[config.mk]
export PLATFORM = sky130hd
export DESIGN_NAME = parity_transceiver
export DESIGN_NICKNAME = d
export VERILOG_FILES = /design/src/design/xcvr_pkg.sv /design/src/design/pin_sync.sv /design/src/design/xfer_path.sv /design/src/design/parity_transceiver.sv
export SDC_FILE = /design/constraint.sdc
export NUM_CORES = 1
export LEC_CHECK = 0
export BUFFER_PORTS_ARGS = -buffer_cell sky130_fd_sc_hd__buf_2
export CORE_UTILIZATION = 45
export DETAILED_ROUTE_END_ITERATION = 10
export GPL_ROUTABILITY_DRIVEN = 0
export PLACE_DENSITY_LB_ADDON = 0.2
export SLEW_MARGIN = 20
export SYNTH_ARGS = -nofsm -noshare
export SYNTH_HDL_FRONTEND = slang
export SYNTH_SLANG_ARGS = --single-unit
[constraint.sdc]
create_clock -name core_clk -period 1.8 [get_ports core_clk]
set_input_delay 0.27 -clock core_clk [delete_from_list [all_inputs] [get_ports core_clk]]
set_output_delay 0.27 -clock core_clk [all_outputs]
set_load 0.005 [all_outputs]
[src/design/xcvr_pkg.sv]
`default_nettype none
package xcvr_pkg;

    localparam int DATA_W = 16;
    localparam int BYTE_W = 8;
    localparam int PAR_W = 2;
    localparam int ADDR_W = 12;
    localparam int APB_W = 32;

    // register offsets (byte addresses)
    localparam logic [ADDR_W-1:0] CTRL_OFFSET = 12'h000;
    localparam logic [ADDR_W-1:0] STATUS_OFFSET = 12'h004;

    // control fields and reset values
    localparam int CTRL_SENSE_POS = 0;
    localparam int CTRL_GEN_POS = 1;
    localparam logic CTRL_SENSE_RESET = 1'h0;
    localparam logic CTRL_GEN_RESET = 1'h0;

    // status fields
    localparam int ST_AB_PULL_POS = 0;
    localparam int ST_BA_PULL_POS = 1;
    localparam int ST_AB_DRIVE_POS = 2;
    localparam int ST_BA_DRIVE_POS = 3;
    localparam int ST_B_FLAG_LOW_POS = 4;
    localparam int ST_A_FLAG_LOW_POS = 5;
    localparam logic [APB_W-1:0] RDATA_RESET = 32'h0000_0000;

    // synchronised pin levels
    typedef struct packed {
        logic [DATA_W-1:0] a_data;
        logic [DATA_W-1:0] b_data;
        logic [PAR_W-1:0] a_par;
        logic [PAR_W-1:0] b_par;
        logic oe_ab_n;
        logic oe_ba_n;
        logic le_ab;
        logic le_ba;
        logic clk_ab;
        logic clk_ba;
        logic flag_a;
        logic flag_b;
    } pin_s;

    localparam int PIN_W = $bits(pin_s);

    // idle pin levels: outputs disabled, flags released
    localparam pin_s PIN_IDLE = '{oe_ab_n: 1'b1, oe_ba_n: 1'b1,
        flag_a: 1'b1, flag_b: 1'b1, default: '0};

    typedef struct packed {
        logic oe_n;
        logic le;
        logic rise;
    } dir_ctrl_s;

    typedef struct packed {
        logic [DATA_W-1:0] data;
        logic [PAR_W-1:0] par;
        logic drive;
        logic pull;
    } path_out_s;

    function automatic logic [PAR_W-1:0] gen_bits(
        input logic [DATA_W-1:0] d, input logic sense);
        logic [PAR_W-1:0] r;
        r = '0;
        for (int i = 0; i < PAR_W; i++) begin
            r[i] = (^d[i*BYTE_W +: BYTE_W]) ^ sense;
        end
        return r;
    endfunction : gen_bits

    function automatic logic [PAR_W-1:0] chk_errs(
        input logic [DATA_W-1:0] d, input logic [PAR_W-1:0] p,
        input logic sense);
        logic [PAR_W-1:0] r;
        r = '0;
        for (int i = 0; i < PAR_W; i++) begin
            r[i] = (^{d[i*BYTE_W +: BYTE_W], p[i]}) ^ sense;
        end
        return r;
    endfunction : chk_errs

endpackage : xcvr_pkg
`default_nettype wire

[src/design/pin_sync.sv]
`timescale 1ns/1ps
`default_nettype none
module pin_sync
    import xcvr_pkg::*;
(
    // clock and reset
    input wire logic core_clk,
    input wire logic nrst,
    // raw pins and their filtered levels
    input wire pin_s raw,
    output var pin_s stable
);

    logic [PIN_W-1:0] s1;
    logic [PIN_W-1:0] s2;
    logic [PIN_W-1:0] s3;
    logic [PIN_W-1:0] held;

    always_ff @(posedge core_clk or negedge nrst) begin
        if (!nrst) begin
            s1 <= PIN_IDLE;
            s2 <= PIN_IDLE;
            s3 <= PIN_IDLE;
        end else begin
            s1 <= raw;
            s2 <= s1;
            s3 <= s2;
        end
    end

    // a bit moves only once stages two and three agree
    always_ff @(posedge core_clk or negedge nrst) begin
        if (!nrst) begin
            held <= PIN_IDLE;
        end else begin
            held <= (s3 & ~(s2 ^ s3)) | (held & (s2 ^ s3));
        end
    end

    assign stable = pin_s'(held);

endmodule : pin_sync
`default_nettype wire

[src/design/xfer_path.sv]
`timescale 1ns/1ps
`default_nettype none
module xfer_path
    import xcvr_pkg::*;
(
    // clock and reset
    input wire logic core_clk,
    input wire logic nrst,
    // direction controls and selects
    input wire dir_ctrl_s ctl,
    input wire logic gen,
    input wire logic sense,
    // source side
    input wire logic [DATA_W-1:0] data,
    input wire logic [PAR_W-1:0] par,
    // destination side
    output var path_out_s q
);

    logic [DATA_W-1:0] held_data;
    logic [PAR_W-1:0] held_par;
    logic held_err;
    logic drive;
    logic pull;
    logic load;
    logic [PAR_W-1:0] next_par;
    logic next_err;

    // received parity ignored while generating
    always_comb begin
        load = ctl.le | ctl.rise;
        next_par = gen ? gen_bits(data, sense) : par;
        next_err = gen ? 1'b0 : |chk_errs(data, par, sense);
    end

    // data, parity and result share one store
    always_ff @(posedge core_clk or negedge nrst) begin
        if (!nrst) begin
            held_data <= '0;
            held_par <= '0;
            held_err <= 1'b0;
        end else if (load) begin
            held_data <= data;
            held_par <= next_par;
            held_err <= next_err;
        end
    end

    always_ff @(posedge core_clk or negedge nrst) begin
        if (!nrst) begin
            drive <= 1'b0;
            pull <= 1'b0;
        end else begin
            drive <= ~ctl.oe_n;
            pull <= ~ctl.oe_n & (load ? next_err : held_err);
        end
    end

    assign q = '{data: held_data, par: held_par, drive: drive, pull: pull};

endmodule : xfer_path
`default_nettype wire

[src/design/parity_transceiver.sv]
// How it works
// - B data and parity are driven only while the A-to-B enable is low.
// - latch enable high makes B outputs follow the A inputs.
// - with latch enable low, a rising A-to-B clock captures A data.
// - with latch enable low and no rising clock, B outputs hold.
// - the B-to-A path behaves the same under its own controls.
// - bits 0-7 pair with parity bit 0, bits 8-15 with bit 1.
// - generate mode drives B parity from each A byte, sense-selected.
// - check mode flags a byte whose ones count breaks the sense.
// - check mode forwards received parity bits unchanged with the data.
// - the B-side flag pulls low on an error in either A-to-B byte.
// - the B-side flag stays released while A-to-B generates.
// - A parity inputs are ignored while A-to-B generates parity.
// - B-to-A always checks and reports on the A-side flag.
// - B-to-A checking runs alongside A-to-B generation.
// - each flag can pull only while its direction is enabled.
// - one sense select is shared; otherwise directions are independent.
// - the generate select affects only the A-to-B direction.
// - parity bits and results pass through the same store as data.
// - each port is input one way and tri-state output the other.
`timescale 1ns/1ps
`default_nettype none
module parity_transceiver
    import xcvr_pkg::*;
(
    // clock and reset
    input wire logic core_clk,
    input wire logic nrst,
    // apb slave
    input wire logic psel,
    input wire logic penable,
    input wire logic pwrite,
    input wire logic [ADDR_W-1:0] paddr,
    input wire logic [APB_W-1:0] pwdata,
    output logic [APB_W-1:0] prdata,
    output logic pready,
    output logic pslverr,
    // a port
    input wire logic [DATA_W-1:0] a_port_data,
    output logic [DATA_W-1:0] a_port_data_drive,
    output logic a_port_data_oe,
    input wire logic [PAR_W-1:0] a_side_parity_bits,
    output logic [PAR_W-1:0] a_side_parity_bits_drive,
    output logic a_side_parity_bits_oe,
    // b port
    input wire logic [DATA_W-1:0] b_port_data,
    output logic [DATA_W-1:0] b_port_data_drive,
    output logic b_port_data_oe,
    input wire logic [PAR_W-1:0] b_side_parity_bits,
    output logic [PAR_W-1:0] b_side_parity_bits_drive,
    output logic b_side_parity_bits_oe,
    // direction controls
    input wire logic a_to_b_output_enable_n,
    input wire logic b_to_a_output_enable_n,
    input wire logic a_to_b_latch_enable,
    input wire logic b_to_a_latch_enable,
    input wire logic a_to_b_clock,
    input wire logic b_to_a_clock,
    // open-drain error flags
    input wire logic a_side_parity_error_n,
    output logic a_side_parity_error_n_drive,
    output logic a_side_parity_error_n_oe,
    input wire logic b_side_parity_error_n,
    output logic b_side_parity_error_n_drive,
    output logic b_side_parity_error_n_oe
);

    pin_s raw;
    pin_s pins;
    logic [1:0] clk_prev;
    logic [1:0] rise;
    dir_ctrl_s ab_ctl;
    dir_ctrl_s ba_ctl;
    path_out_s ab_q;
    path_out_s ba_q;
    logic parity_sense_select;
    logic generate_or_check_select;
    logic [APB_W-1:0] next_prdata;
    logic hit;
    logic wr_ctrl;
    logic flag_low;

    // every pin enters through the filter
    always_comb begin
        raw.a_data = a_port_data;
        raw.b_data = b_port_data;
        raw.a_par = a_side_parity_bits;
        raw.b_par = b_side_parity_bits;
        raw.oe_ab_n = a_to_b_output_enable_n;
        raw.oe_ba_n = b_to_a_output_enable_n;
        raw.le_ab = a_to_b_latch_enable;
        raw.le_ba = b_to_a_latch_enable;
        raw.clk_ab = a_to_b_clock;
        raw.clk_ba = b_to_a_clock;
        raw.flag_a = a_side_parity_error_n;
        raw.flag_b = b_side_parity_error_n;
    end

    pin_sync u_sync (
        .core_clk(core_clk),
        .nrst(nrst),
        .raw(raw),
        .stable(pins)
    );

    // a clock already high when the latch closes gives no edge
    always_ff @(posedge core_clk or negedge nrst) begin
        if (!nrst) begin
            clk_prev <= 2'h3;
        end else begin
            clk_prev <= {pins.clk_ba, pins.clk_ab};
        end
    end

    always_comb begin
        rise = {pins.clk_ba, pins.clk_ab} & ~clk_prev;
        ab_ctl = '{oe_n: pins.oe_ab_n, le: pins.le_ab, rise: rise[0]};
        ba_ctl = '{oe_n: pins.oe_ba_n, le: pins.le_ba, rise: rise[1]};
    end

    xfer_path u_ab (
        .core_clk(core_clk),
        .nrst(nrst),
        .ctl(ab_ctl),
        .gen(~generate_or_check_select),
        .sense(parity_sense_select),
        .data(pins.a_data),
        .par(pins.a_par),
        .q(ab_q)
    );

    // reverse path never generates
    xfer_path u_ba (
        .core_clk(core_clk),
        .nrst(nrst),
        .ctl(ba_ctl),
        .gen(1'b0),
        .sense(parity_sense_select),
        .data(pins.b_data),
        .par(pins.b_par),
        .q(ba_q)
    );

    assign b_port_data_drive = ab_q.data;
    assign b_side_parity_bits_drive = ab_q.par;
    assign b_port_data_oe = ab_q.drive;
    assign b_side_parity_bits_oe = ab_q.drive;
    assign b_side_parity_error_n_oe = ab_q.pull;
    assign a_port_data_drive = ba_q.data;
    assign a_side_parity_bits_drive = ba_q.par;
    assign a_port_data_oe = ba_q.drive;
    assign a_side_parity_bits_oe = ba_q.drive;
    assign a_side_parity_error_n_oe = ba_q.pull;
    assign a_side_parity_error_n_drive = flag_low;
    assign b_side_parity_error_n_drive = flag_low;

    // open-drain pins only ever pull low
    always_ff @(posedge core_clk or negedge nrst) begin
        if (!nrst) begin
            flag_low <= 1'b0;
        end else begin
            flag_low <= 1'b0;
        end
    end

    // apb decode
    always_comb begin
        hit = (paddr == CTRL_OFFSET) || (paddr == STATUS_OFFSET);
        wr_ctrl = psel && penable && pready && pwrite
            && (paddr == CTRL_OFFSET);
        next_prdata = RDATA_RESET;
        if (paddr == CTRL_OFFSET) begin
            next_prdata[CTRL_SENSE_POS] = parity_sense_select;
            next_prdata[CTRL_GEN_POS] = generate_or_check_select;
        end else if (paddr == STATUS_OFFSET) begin
            next_prdata[ST_AB_PULL_POS] = ab_q.pull;
            next_prdata[ST_BA_PULL_POS] = ba_q.pull;
            next_prdata[ST_AB_DRIVE_POS] = ab_q.drive;
            next_prdata[ST_BA_DRIVE_POS] = ba_q.drive;
            next_prdata[ST_B_FLAG_LOW_POS] = ~pins.flag_b;
            next_prdata[ST_A_FLAG_LOW_POS] = ~pins.flag_a;
        end
    end

    // one wait-free access phase per transfer
    always_ff @(posedge core_clk or negedge nrst) begin
        if (!nrst) begin
            pready <= 1'b0;
        end else begin
            pready <= psel && !penable;
        end
    end

    always_ff @(posedge core_clk or negedge nrst) begin
        if (!nrst) begin
            prdata <= RDATA_RESET;
            pslverr <= 1'b0;
        end else if (psel && !penable) begin
            prdata <= pwrite ? RDATA_RESET : next_prdata;
            pslverr <= !hit;
        end
    end

    // shared sense select, generate select for a-to-b only
    always_ff @(posedge core_clk or negedge nrst) begin
        if (!nrst) begin
            parity_sense_select <= CTRL_SENSE_RESET;
            generate_or_check_select <= CTRL_GEN_RESET;
        end else if (wr_ctrl) begin
            parity_sense_select <= pwdata[CTRL_SENSE_POS];
            generate_or_check_select <= pwdata[CTRL_GEN_POS];
        end
    end
endmodule : parity_transceiver
`default_nettype wire

# == After elaboration in Yosys (flattened, before gate mapping) ==
# Cells that the tools add are included.
# classes
n_reduce_logical,17
n_eq_ne,1
n_bitwise,21
muxes,8
# op_table
operator,count
AND 44 bit,2
NOT 44 bit,1
bitwise OR 44 bit,1
bitwise XOR 44 bit,1
parity 9 bit,4
parity 8 bit,2
"== test 12 x 3 -> 1 bit, second input constant",1
zero test 12 bit,1
2-to-1 mux 6 bit,2
bitwise XOR 1 bit,6
logical AND 1 bit,5
2-to-1 mux 2 bit,2
2-to-1 mux 4 bit,1
NOT 1 bit,4
OR reduction 2 bit,2
2-to-1 mux 1 bit,3
AND 1 bit,2
AND 2 bit,1
zero test 1 bit,2
NOT 2 bit,1
bitwise OR 1 bit,2
logical OR 1 bit,1
# word_totals
register_bits,256
out_inout_bits,78
in_bits,93

# == Logic depth before layout (Yosys ltp) ==
# Gate-level depths: netlist (run 1).
# logic_depth
word_depth,6
ltp_mapped,5

# == By module ==
# Synthesis (run 1) repeated with hierarchy kept, for this count alone.
# unflattened
hier_cells,440
hier_area_um2,7733.7
# modules_own_cells
module,seq_area_each_um2,area_each_um2,instances,cells_per_inst
pin_sync,4424.2,4919.7,1,220
xfer_path,525.5,1018.5,2,72
parity_transceiver,302.8,777.0,1,76

# == Worst setup path before layout (run 1) ==
# OpenSTA, ideal clock, no wires.
# synth_timing
path_kind,register to register
startpoint,register (tool-made name)
endpoint,register u_ab.pull
path_stages_with_launch,6
period_less_slack_ns,1.821
path_slack_ns,-0.021
required_time_ns,1.718
arrival_ns,1.739
cell_sequence,dfrtp_1 xnor2_1 xnor2_1 xor3_1 a2111o_1 a31oi_1
# synth_lines
item,line,source
to (signal assigned),xfer_path.sv:55,pull <= ~ctl.oe_n & (load ? next_err : held_err);
to (decl),xfer_path.sv:24,logic pull;

==> flow_summary_export.csv, run 1 <==
group,metric,value,unit
clock_tree,cts_tree,"yes",
setup_path,crit_chain,"xnor2_2 > xnor2_2 > xor3_1 > a2111o_1 > a31oi_1",
finish,final_util,0.616,
clock_tree,cts_made_buffers,23,
placement,dp_hpwl,7.69,mm
run_status,outcome,"finished with violations",
synth,ys_top_cells_by_area,"dfrtp_1 (70%), dfstp_2 (6.3%), maj3_1 (5.9%)",
setup_path,cp.required,2220,ps
timing,drv_slew,0,
run_status,violations,"negative setup slack",
die,core_region_area,0.0161,mm2
clock_tree,insertion_delay,520,ps
global_route,grt-ovfl-total,0,
die,row_count,46,
clock_tree,h-tree-depth,1,
synth,async_reset_ff_frac,1.00,
placement,place_ws,-83.8,ps
synth,syn_inst,428,
synth,synth_ff_type,"dfrtp_1",
clock_tree,root_buffer,"clkbuf_16",
global_route,antenna_found_initial,0,
setup_path,crit_top_cell,"xnor2_2",
timing,finalClockSkew,21.8,ps
min_path,hp-class,"input port to flip-flop",
setup_path,arrival,2260,ps
power,finalPower,12.5,mW
synth,synth_top_area_frac,0.705,
power,p_leak,4.55,nW
setup_path,cpMaxStageDelayCell,"dfrtp_1",
synth,synth-edff-count,0,
placement,place.port_buffers,112,
clock_tree,clk_path_buf_depth,3,
synth,synth_warnings,0,
power,ir_drop,0.000729,V
global_route,grt_max_degree,61,
timing,finalSetupViolCount,1,
synth,ys_seq_elements,230,
global_route,grt-busiest-layer,"met2",
timing,post-route-min-period,1840,ps
die,dieArea,0.0172,mm2
detailed_routing,vias,3862,
timing,max_freq,544,MHz
global_route,grt_pass1_vias,4135,
setup_path,cp_max_fo,3,
die,initial_utilization,0.467,
setup_path,critical_path_class,"flip-flop to flip-flop",
timing,hold_viol,0,
die,die_w,131,um
global_route,grt_pass1_wl,20.7,mm
finish,final_net_count,728,
synth,yosysUniqueCellTypes,35,
global_route,grt_use_total,0.148,
die,die_y,131,um
setup_path,slowest_delay,420,ps
finish,n_antenna_cell,0,
setup_path,end_kind,"flip-flop",
global_route,grtUsageMet1,0.204,
clock_tree,cts_sinks,230,
clock_tree,clkTransAtPathRegs,60,ps
run,drv_cap,0,
timing,setup_slack,-38.4,ps
detailed_routing,antenna_left,0,
global_route,met3_usage,0.0340,
timing,fin_crit_sh,1.02,
finish,fin_cells,868,
detailed_routing,vias_per_cell,4.45,
detailed_routing,route.final.wire_length,11.9,mm
detailed_routing,drc,0,
setup_path,startpoint_type,"flip-flop",
detailed_routing,wire_per_inst,13.7,um
placement,dp.cells,769,
global_route,grt_use_met2,0.236,
synth,syn_avg_cell_area,17.6,um2
synth,synth-seq-area-share,0.768,
finish,syn_to_final_growth,31.8,%
finish,final_layout_size_suffix_gt1_frac,0.362,
synth,synth_top_area_cell,"dfrtp_1",
detailed_routing,drtIter0Drc,93,
synth,syn-cell-area,0.00753,mm2
die,io_pins,171,
timing,rsz0062_at_grt,"yes",
timing,worst_hold_slack,83.3,ps
detailed_routing,first_pass_iters,4,
power,p_per_area,1260,mW/mm2
[cells in the mapped netlist (3+ instances only)]
cell and number:
nor4_1 5, xnor3_1 4, buf_4 30, maj3_1 44, dfstp_2 18, o21ai_1 4
nor3_1 3, dfrtp_1 212, inv_1 7, xnor2_1 22, mux2_1 16, mux2_2 19
nand2_1 12, clkbuf_1 3
[area by class of cell]
cell class / instances / area, um2
Fill cell: 1252 / 6190
Sequential cell: 230 / 5780
Multi-Input combinational cell: 183 / 1700
Timing Repair Buffer: 189 / 1330
Clock buffer: 32 / 669
Tap cell: 216 / 270
Clock inverter: 10 / 146
Inverter: 8 / 30.0
[path summary, 6_finish.rpt]
path / start / end / slack (ps) / cells past startpoint
max in group asynchronous: nrst / u_sync.s1[38] / 870 / 3
min reg2reg: u_sync.s1[7] / u_sync.s2[7] / 340 / 0
min in group asynchronous: nrst / u_sync.s1[23] / 270 / 2
max reg2reg: flip-flop / u_ab.pull / -40 / 5
min: paddr[2] / prdata[5] / 80 / 3
max: flip-flop / u_ab.pull / -40 / 5
[timing repair]
| action | in CTS | in global routing |
|---|---|---|
| setup buffers | 6 | 5 |
| gates cloned | 0 | 0 |
| endpoints found under the hold margin | 94 | 0 |
| resized for setup | 5 | 13 |
| pin swaps | 9 | 11 |
| hold buffers | 47 | 0 |
| setup endpoints to repair | 4 | 5 |
[per-layer routing]
layer	routed length, um	vias to the layer above
met5	0	-
met4	289	0
met3	579	25
met2	5710	106
met1	5350	1921
li1	-	1810
[cells by family (layout without fill, tap and decap cells)]
group | count (synthesis) | count (layout) | synth area share
AO/OA/AOI/OAI | 17 | 17 | 0.0166
XOR/XNOR | 30 | 30 | 0.0462
adder cells (fa/ha/maj) | 44 | 44 | 0.0585
buffers and inverters | 42 | 239 | 0.0374
flip-flops | 230 | 230 | 0.768
multiplexers | 37 | 37 | 0.0550
other | 1 | 28 | 0.000498
AND/OR/NAND/NOR | 27 | 27 | 0.0181
[metrics by stage]
| step | area (um2) | setup TNS (ps) |
|---|---|---|
| final | 9920 | -38.4 |
| after global routing | 9920 | -341 |
| after CTS | 9800 | -81.0 |
| after detailed placement | 8430 | -83.8 |
| after global placement | 8430 | -75.0 |
| after floorplan | 7630 | 0 |
[worst max-delay path: cells and delay by family, from the launching register on]
| family | cells | cell delay (ps) |
|---|---|---|
| XOR/XNOR | 3 | 780 |
| flip-flops | 1 | 420 |
| AO/OA/AOI/OAI | 2 | 550 |
[power breakdown]
group / leakage [nW] / switching [mW] / total, mW / internal (mW)
Clock: 0.402 / 1.92 / 4.97 / 3.05
Combinational: 1.48 / 0.684 / 1.66 / 0.974
Sequential: 2.67 / 0.258 / 5.91 / 5.65
[layout by cell type (no fill, tap or decap), types with 3 or more instances in the layout]
| master | instances |
|---|---|
| dfrtp_1 | 212 |
| buf_2 | 111 |
| dlygate4sd3_1 | 47 |
| maj3_1 | 44 |
| conb_1 | 28 |
| buf_4 | 25 |
| clkbuf_16 | 23 |
| mux2_2 | 19 |
| dfstp_2 | 18 |
| mux2_1 | 16 |
| nand2_1 | 12 |
| xnor2_1 | 12 |
| xnor2_2 | 8 |
| inv_1 | 7 |
| clkbuf_8 | 6 |
| buf_12 | 5 |
| o21ai_1 | 4 |
| clkinv_2 | 4 |
| nor4_1 | 3 |
| bufinv_16 | 3 |
| clkbuf_1 | 3 |
(Power assumes the default switching activity.)
==> inputs of run 2 (changes only) <==
- PLACE_DENSITY: default -> 0.71
- PLACE_DENSITY_LB_ADDON: 0.2 -> default
==> flow_summary_export.csv, run 2 (synthesized netlist as in run 1, its figures left out) <==
group,metric,value,unit
run_status,outcome,"finished with violations",
run_status,violations,"negative setup slack",
setup_path,reg2reg_to,"u_ab.pull",
clock_tree,root_buffer,"clkbuf_16",
detailed_routing,route.final.wire_length,12.5,mm
finish,fillers,1232,
power,swShare,0.228,
global_route,grt_use_total,0.154,
finish,final_common_cell,"dfrtp_1",
detailed_routing,wire_per_inst,14.4,um
timing,finalSetupViolCount,1,
detailed_routing,vias,3903,
setup_path,end_kind,"flip-flop",
setup_path,reg2reg_depth,5,
finish,seqCellArea,0.00578,mm2
timing,finalClockSkew,6.53,ps
die,die_w,131,um
run,drv_cap,0,
timing,drv_slew,0,
power,p_per_area,1230,mW/mm2
die,io_pins,171,
setup_path,startpoint_type,"flip-flop",
setup_path,timing.reg2reg.setup_slack,-30,ps
power,p_leak,4.52,nW
die,dieArea,0.0172,mm2
finish,final_cell_mix,"dfrtp_1 (212), buf_2 (111), dlygate4sd3_1 (47)",
die,row_count,46,
power,clockPowerShare,0.377,
timing,max_freq,547,MHz
setup_path,crit_path_end,"u_ab.pull",
global_route,grt_pass1_wl,21.4,mm
clock_tree,cts_tree,"yes",
setup_path,cpMaxStageDelayCell,"dfrtp_1",
detailed_routing,drc,0,
power,combPwrFrac,0.132,
placement,dp_hpwl,8.05,mm
setup_path,crit_chain,"xnor2_2 > xnor2_2 > xor3_1 > a2111o_1 > a31oi_1",
clock_tree,cts_sinks,230,
min_path,hp-class,"input port to flip-flop",
finish,fin_cells,866,
setup_path,arrival,2240,ps
timing,fin_crit_sh,1.01,
clock_tree,h-tree-depth,1,
min_path,min_path_cells,3,
global_route,grt_pass1_vias,4324,
die,core_region_area,0.0161,mm2
detailed_routing,drtIter0Drc,122,
finish,final_net_count,730,
setup_path,crit_family,"XOR/XNOR gates",
setup_path,crit_top_cell,"xnor2_2",
setup_path,critical_path_class,"flip-flop to flip-flop",
timing,setup_slack,-26.9,ps
clock_tree,clkTransAtPathRegs,60,ps
placement,dp.cells,771,
global_route,grt-ovfl-total,0,
clock_tree,clk_path_buf_depth,3,
power,p_sw,2.75,mW
timing,hold_viol,0,
placement,place.port_buffers,112,
clock_tree,cts_made_buffers,23,
setup_path,cp.required,2210,ps
die,initial_utilization,0.467,
die,die_y,131,um
setup_path,critPathBufInv,0,
global_route,grt_max_degree,57,
setup_path,cp_max_fo,3,
detailed_routing,antenna_left,0,
power,finalPower,12.1,mW
timing,rsz0062_at_grt,"yes",
power,p_int,9.33,mW
detailed_routing,first_pass_iters,4,
setup_path,path_depth,5,
power,power_frac_seq,0.491,
finish,multi_input_comb_area,0.00169,mm2
global_route,antenna_found_initial,0,
timing,post-route-min-period,1830,ps
power,ir_drop,0.000775,V
setup_path,slowest_delay,430,ps
finish,final_layout_size_suffix_gt1_frac,0.358,
finish,syn_to_final_growth,30.6,%
clock_tree,insertion_delay,490,ps
finish,n_antenna_cell,0,
detailed_routing,vias_per_cell,4.51,
-- run 2: cell count changes in the layout (fill, tap and decap cells not counted), sizes merged --
cell      previous run  this run
inv                  9         8
clkinv               5         2
clkinvlp             1         3
bufinv               3         2
clkbuf              32        31
buf                142       144
-- run 2: per-stage QoR --
step / TNS, ps / instance area, um2 / util / worst slack [ps] / hold WS (ps)
floorplan: 0 / 7630 / - / 21.5 / -25.6
global placement: -282 / 8440 / 0.524 / -152 / 219
detailed placement: -389 / 8440 / 0.524 / -185 / 230
CTS: -30.8 / 9780 / 0.607 / -30.8 / 92.6
global route: -255 / 9830 / 0.610 / -92.7 / 123
finish: -26.9 / 9830 / 0.610 / -26.9 / 108
-- run 2: area by class of cell --
cell class                 count  area share
clock inverter                 7     0.00942
tap                          216      0.0275
sequential                   230       0.588
clock buffer                  31      0.0647
multi-input combinational    183       0.172
timing repair buffer         191       0.135
inverter                       8     0.00305
-- run 2: repair_timing --
item	4_1_cts	5_1_grt
endpoints found under the setup margin	4	4
hold buffers	47	0
setup buffers	6	4
cloned	0	0
gates resized for setup	14	3
pin swaps	11	8
endpoints found under the hold margin	95	0
-- run 2: how the worst min path moves through the flow --
stage | start | endpoint | slack, ps
2_1_floorplan | nrst | async pin | -30
3_3_place_gp | nrst | u_sync.s1[30] | 220
3_5_place_dp | nrst | u_sync.s1[30] | 230
4_1_cts | paddr[2] | prdata[4] | 90
5_1_grt | pwrite | prdata[1] | 120
6_report | paddr[2] | prdata[4] | 110
-- run 2: per-layer routing --
metal	wire length, um	vias up	global-route usage
met1	5150	1981	0.190
met2	6480	99	0.276
met4	226	0	0.0446
met5	0	-	0
met3	615	23	0.0301
li1	-	1800	-
-- run 2: power by group through the flow --
stage	registers, mW	clock network, mW	logic (mW)
floorplan	5.97	0	0.765
global placement	5.98	0	1.30
detailed placement	6.01	0	1.34
CTS	5.92	4.70	1.56
global route	5.98	4.91	1.75
finish	5.92	4.55	1.60
-- run 2: worst register-to-register path: stages (launching register included) --
cell and delay (ps):
dfrtp_1 430, xnor2_2 240, xnor2_2 160, xor3_1 380, a2111o_1 400, a31oi_1 140
==> inputs of run 3 (changes only) <==
- SKIP_CTS_REPAIR_TIMING: default -> 1
==> flow_summary_export.csv, run 3 (synthesized netlist as in run 1, its figures left out) <==
group,metric,value,unit
timing,fin_crit_sh,1.03,
finish,final_common_cell,"dfrtp_1",
detailed_routing,drtIter0Drc,134,
timing,tns,-49.2,ps
detailed_routing,vias,3880,
setup_path,cp_max_fo,3,
finish,final_cell_mix,"dfrtp_1 (211), buf_2 (111), dlygate4sd3_1 (45)",
run,drv_cap,0,
finish,final_util,0.607,
setup_path,timing.reg2reg.setup_slack,-50,ps
timing,post-route-min-period,1850,ps
power,swShare,0.228,
finish,final_net_count,722,
timing,hold_viol,0,
setup_path,startpoint_type,"flip-flop",
setup_path,arrival,2250,ps
setup_path,reg2reg_to,"u_ab.pull",
clock_tree,cts_tree,"yes",
run_status,violations,"negative setup slack",
die,row_count,46,
placement,place_area,0.00844,mm2
placement,dp_hpwl,8.05,mm
clock_tree,root_buffer,"clkbuf_16",
global_route,grt-ovfl-total,0,
timing,setup_slack,-46.2,ps
finish,finish.instance_area,0.00979,mm2
power,clockPowerShare,0.377,
global_route,grt_pass1_vias,4035,
detailed_routing,route.final.wire_length,12.5,mm
run_status,outcome,"finished with violations",
setup_path,critical_path_class,"flip-flop to flip-flop",
die,initial_utilization,0.467,
detailed_routing,drc,0,
power,p_sw,2.75,mW
setup_path,end_kind,"flip-flop",
power,finalPower,12.1,mW
clock_tree,cts_sinks,230,
clock_tree,clk_path_buf_depth,3,
finish,syn_to_final_growth,30.0,%
die,io_pins,171,
timing,max_freq,542,MHz
min_path,hp-class,"input port to flip-flop",
setup_path,reg2reg_depth,5,
detailed_routing,first_pass_iters,4,
die,core_region_area,0.0161,mm2
timing,drv_slew,0,
timing,finalClockSkew,5.01,ps
die,die_y,131,um
die,dieArea,0.0172,mm2
finish,final_layout_size_suffix_gt1_frac,0.357,
power,combPwrFrac,0.133,
global_route,antenna_found_initial,0,
die,die_w,131,um
power,p_leak,4.49,nW
detailed_routing,wire_per_inst,14.5,um
placement,place.port_buffers,112,
setup_path,crit_path_end,"u_ab.pull",
global_route,grt_pass1_wl,20.2,mm
global_route,grt_use_total,0.145,
clock_tree,insertion_delay,490,ps
finish,n_antenna_cell,0,
power,p_per_area,1230,mW/mm2
clock_tree,clkTransAtPathRegs,60,ps
power,power_frac_seq,0.491,
detailed_routing,vias_per_cell,4.52,
power,ir_drop,0.000773,V
setup_path,cp.required,2210,ps
global_route,grt_max_degree,57,
min_path,min_path_cells,3,
detailed_routing,antenna_left,0,
clock_tree,h-tree-depth,1,
timing,rsz0062_at_grt,"yes",
timing,finalSetupViolCount,2,
power,p_int,9.33,mW
clock_tree,cts_made_buffers,23,
==> run 3: layer usage <==
metal	track usage	up-vias	wire, um
li1	-	1789	-
met5	0	-	0
met1	0.185	1963	5080
met4	0.0446	0	223
met3	0.0301	23	660
met2	0.250	105	6500
==> run 3: final cells by class <==
type | instances | area [um2]
sequential | 230 | 5780
timing repair buffer | 183 | 1270
inverter | 8 | 30.0
clock inverter | 7 | 92.6
clock buffer | 31 | 636
fill | 1243 | 6330
multi-input combinational | 183 | 1710
tap | 216 | 270
==> run 3: how the worst min path moves through the flow <==
stage	start	slack, ps	to
final	pwdata[1]	6	generate_or_check_select
after floorplan	nrst	-30	async pin
after global placement	nrst	220	u_sync.s1[30]
after CTS	nrst	-290	u_sync.s1[30]
after detailed placement	nrst	230	u_sync.s1[30]
after global routing	pwdata[1]	2	generate_or_check_select
==> run 3: worst max-delay path, stage by stage, from the launching register on <==
cell	delay [ps]
dfrtp_1	420
xnor2_2	240
xnor2_2	170
xor3_1	360
a2111o_1	440
a31oi_1	140
==> run 3: metrics by stage <==
| stage | hold slack [ps] | setup slack (ps) | cells |
|---|---|---|---|
| CTS | -294 | -217 | 809 |
| detailed placement | 230 | -185 | 771 |
| finish | 6.17 | -46.2 | 858 |
| global route | 1.57 | -128 | 858 |
| floorplan | -25.6 | 21.5 | 455 |
| global placement | 219 | -152 | 771 |
==> run 3: power groups by stage <==
stage | Clock, mW | Sequential [mW] | Combinational, mW
2_1_floorplan | 0 | 5.97 | 0.765
3_3_place_gp | 0 | 5.98 | 1.30
3_5_place_dp | 0 | 6.01 | 1.34
4_1_cts | 4.70 | 5.92 | 1.36
5_1_grt | 4.90 | 5.99 | 1.76
6_report | 4.55 | 5.93 | 1.60
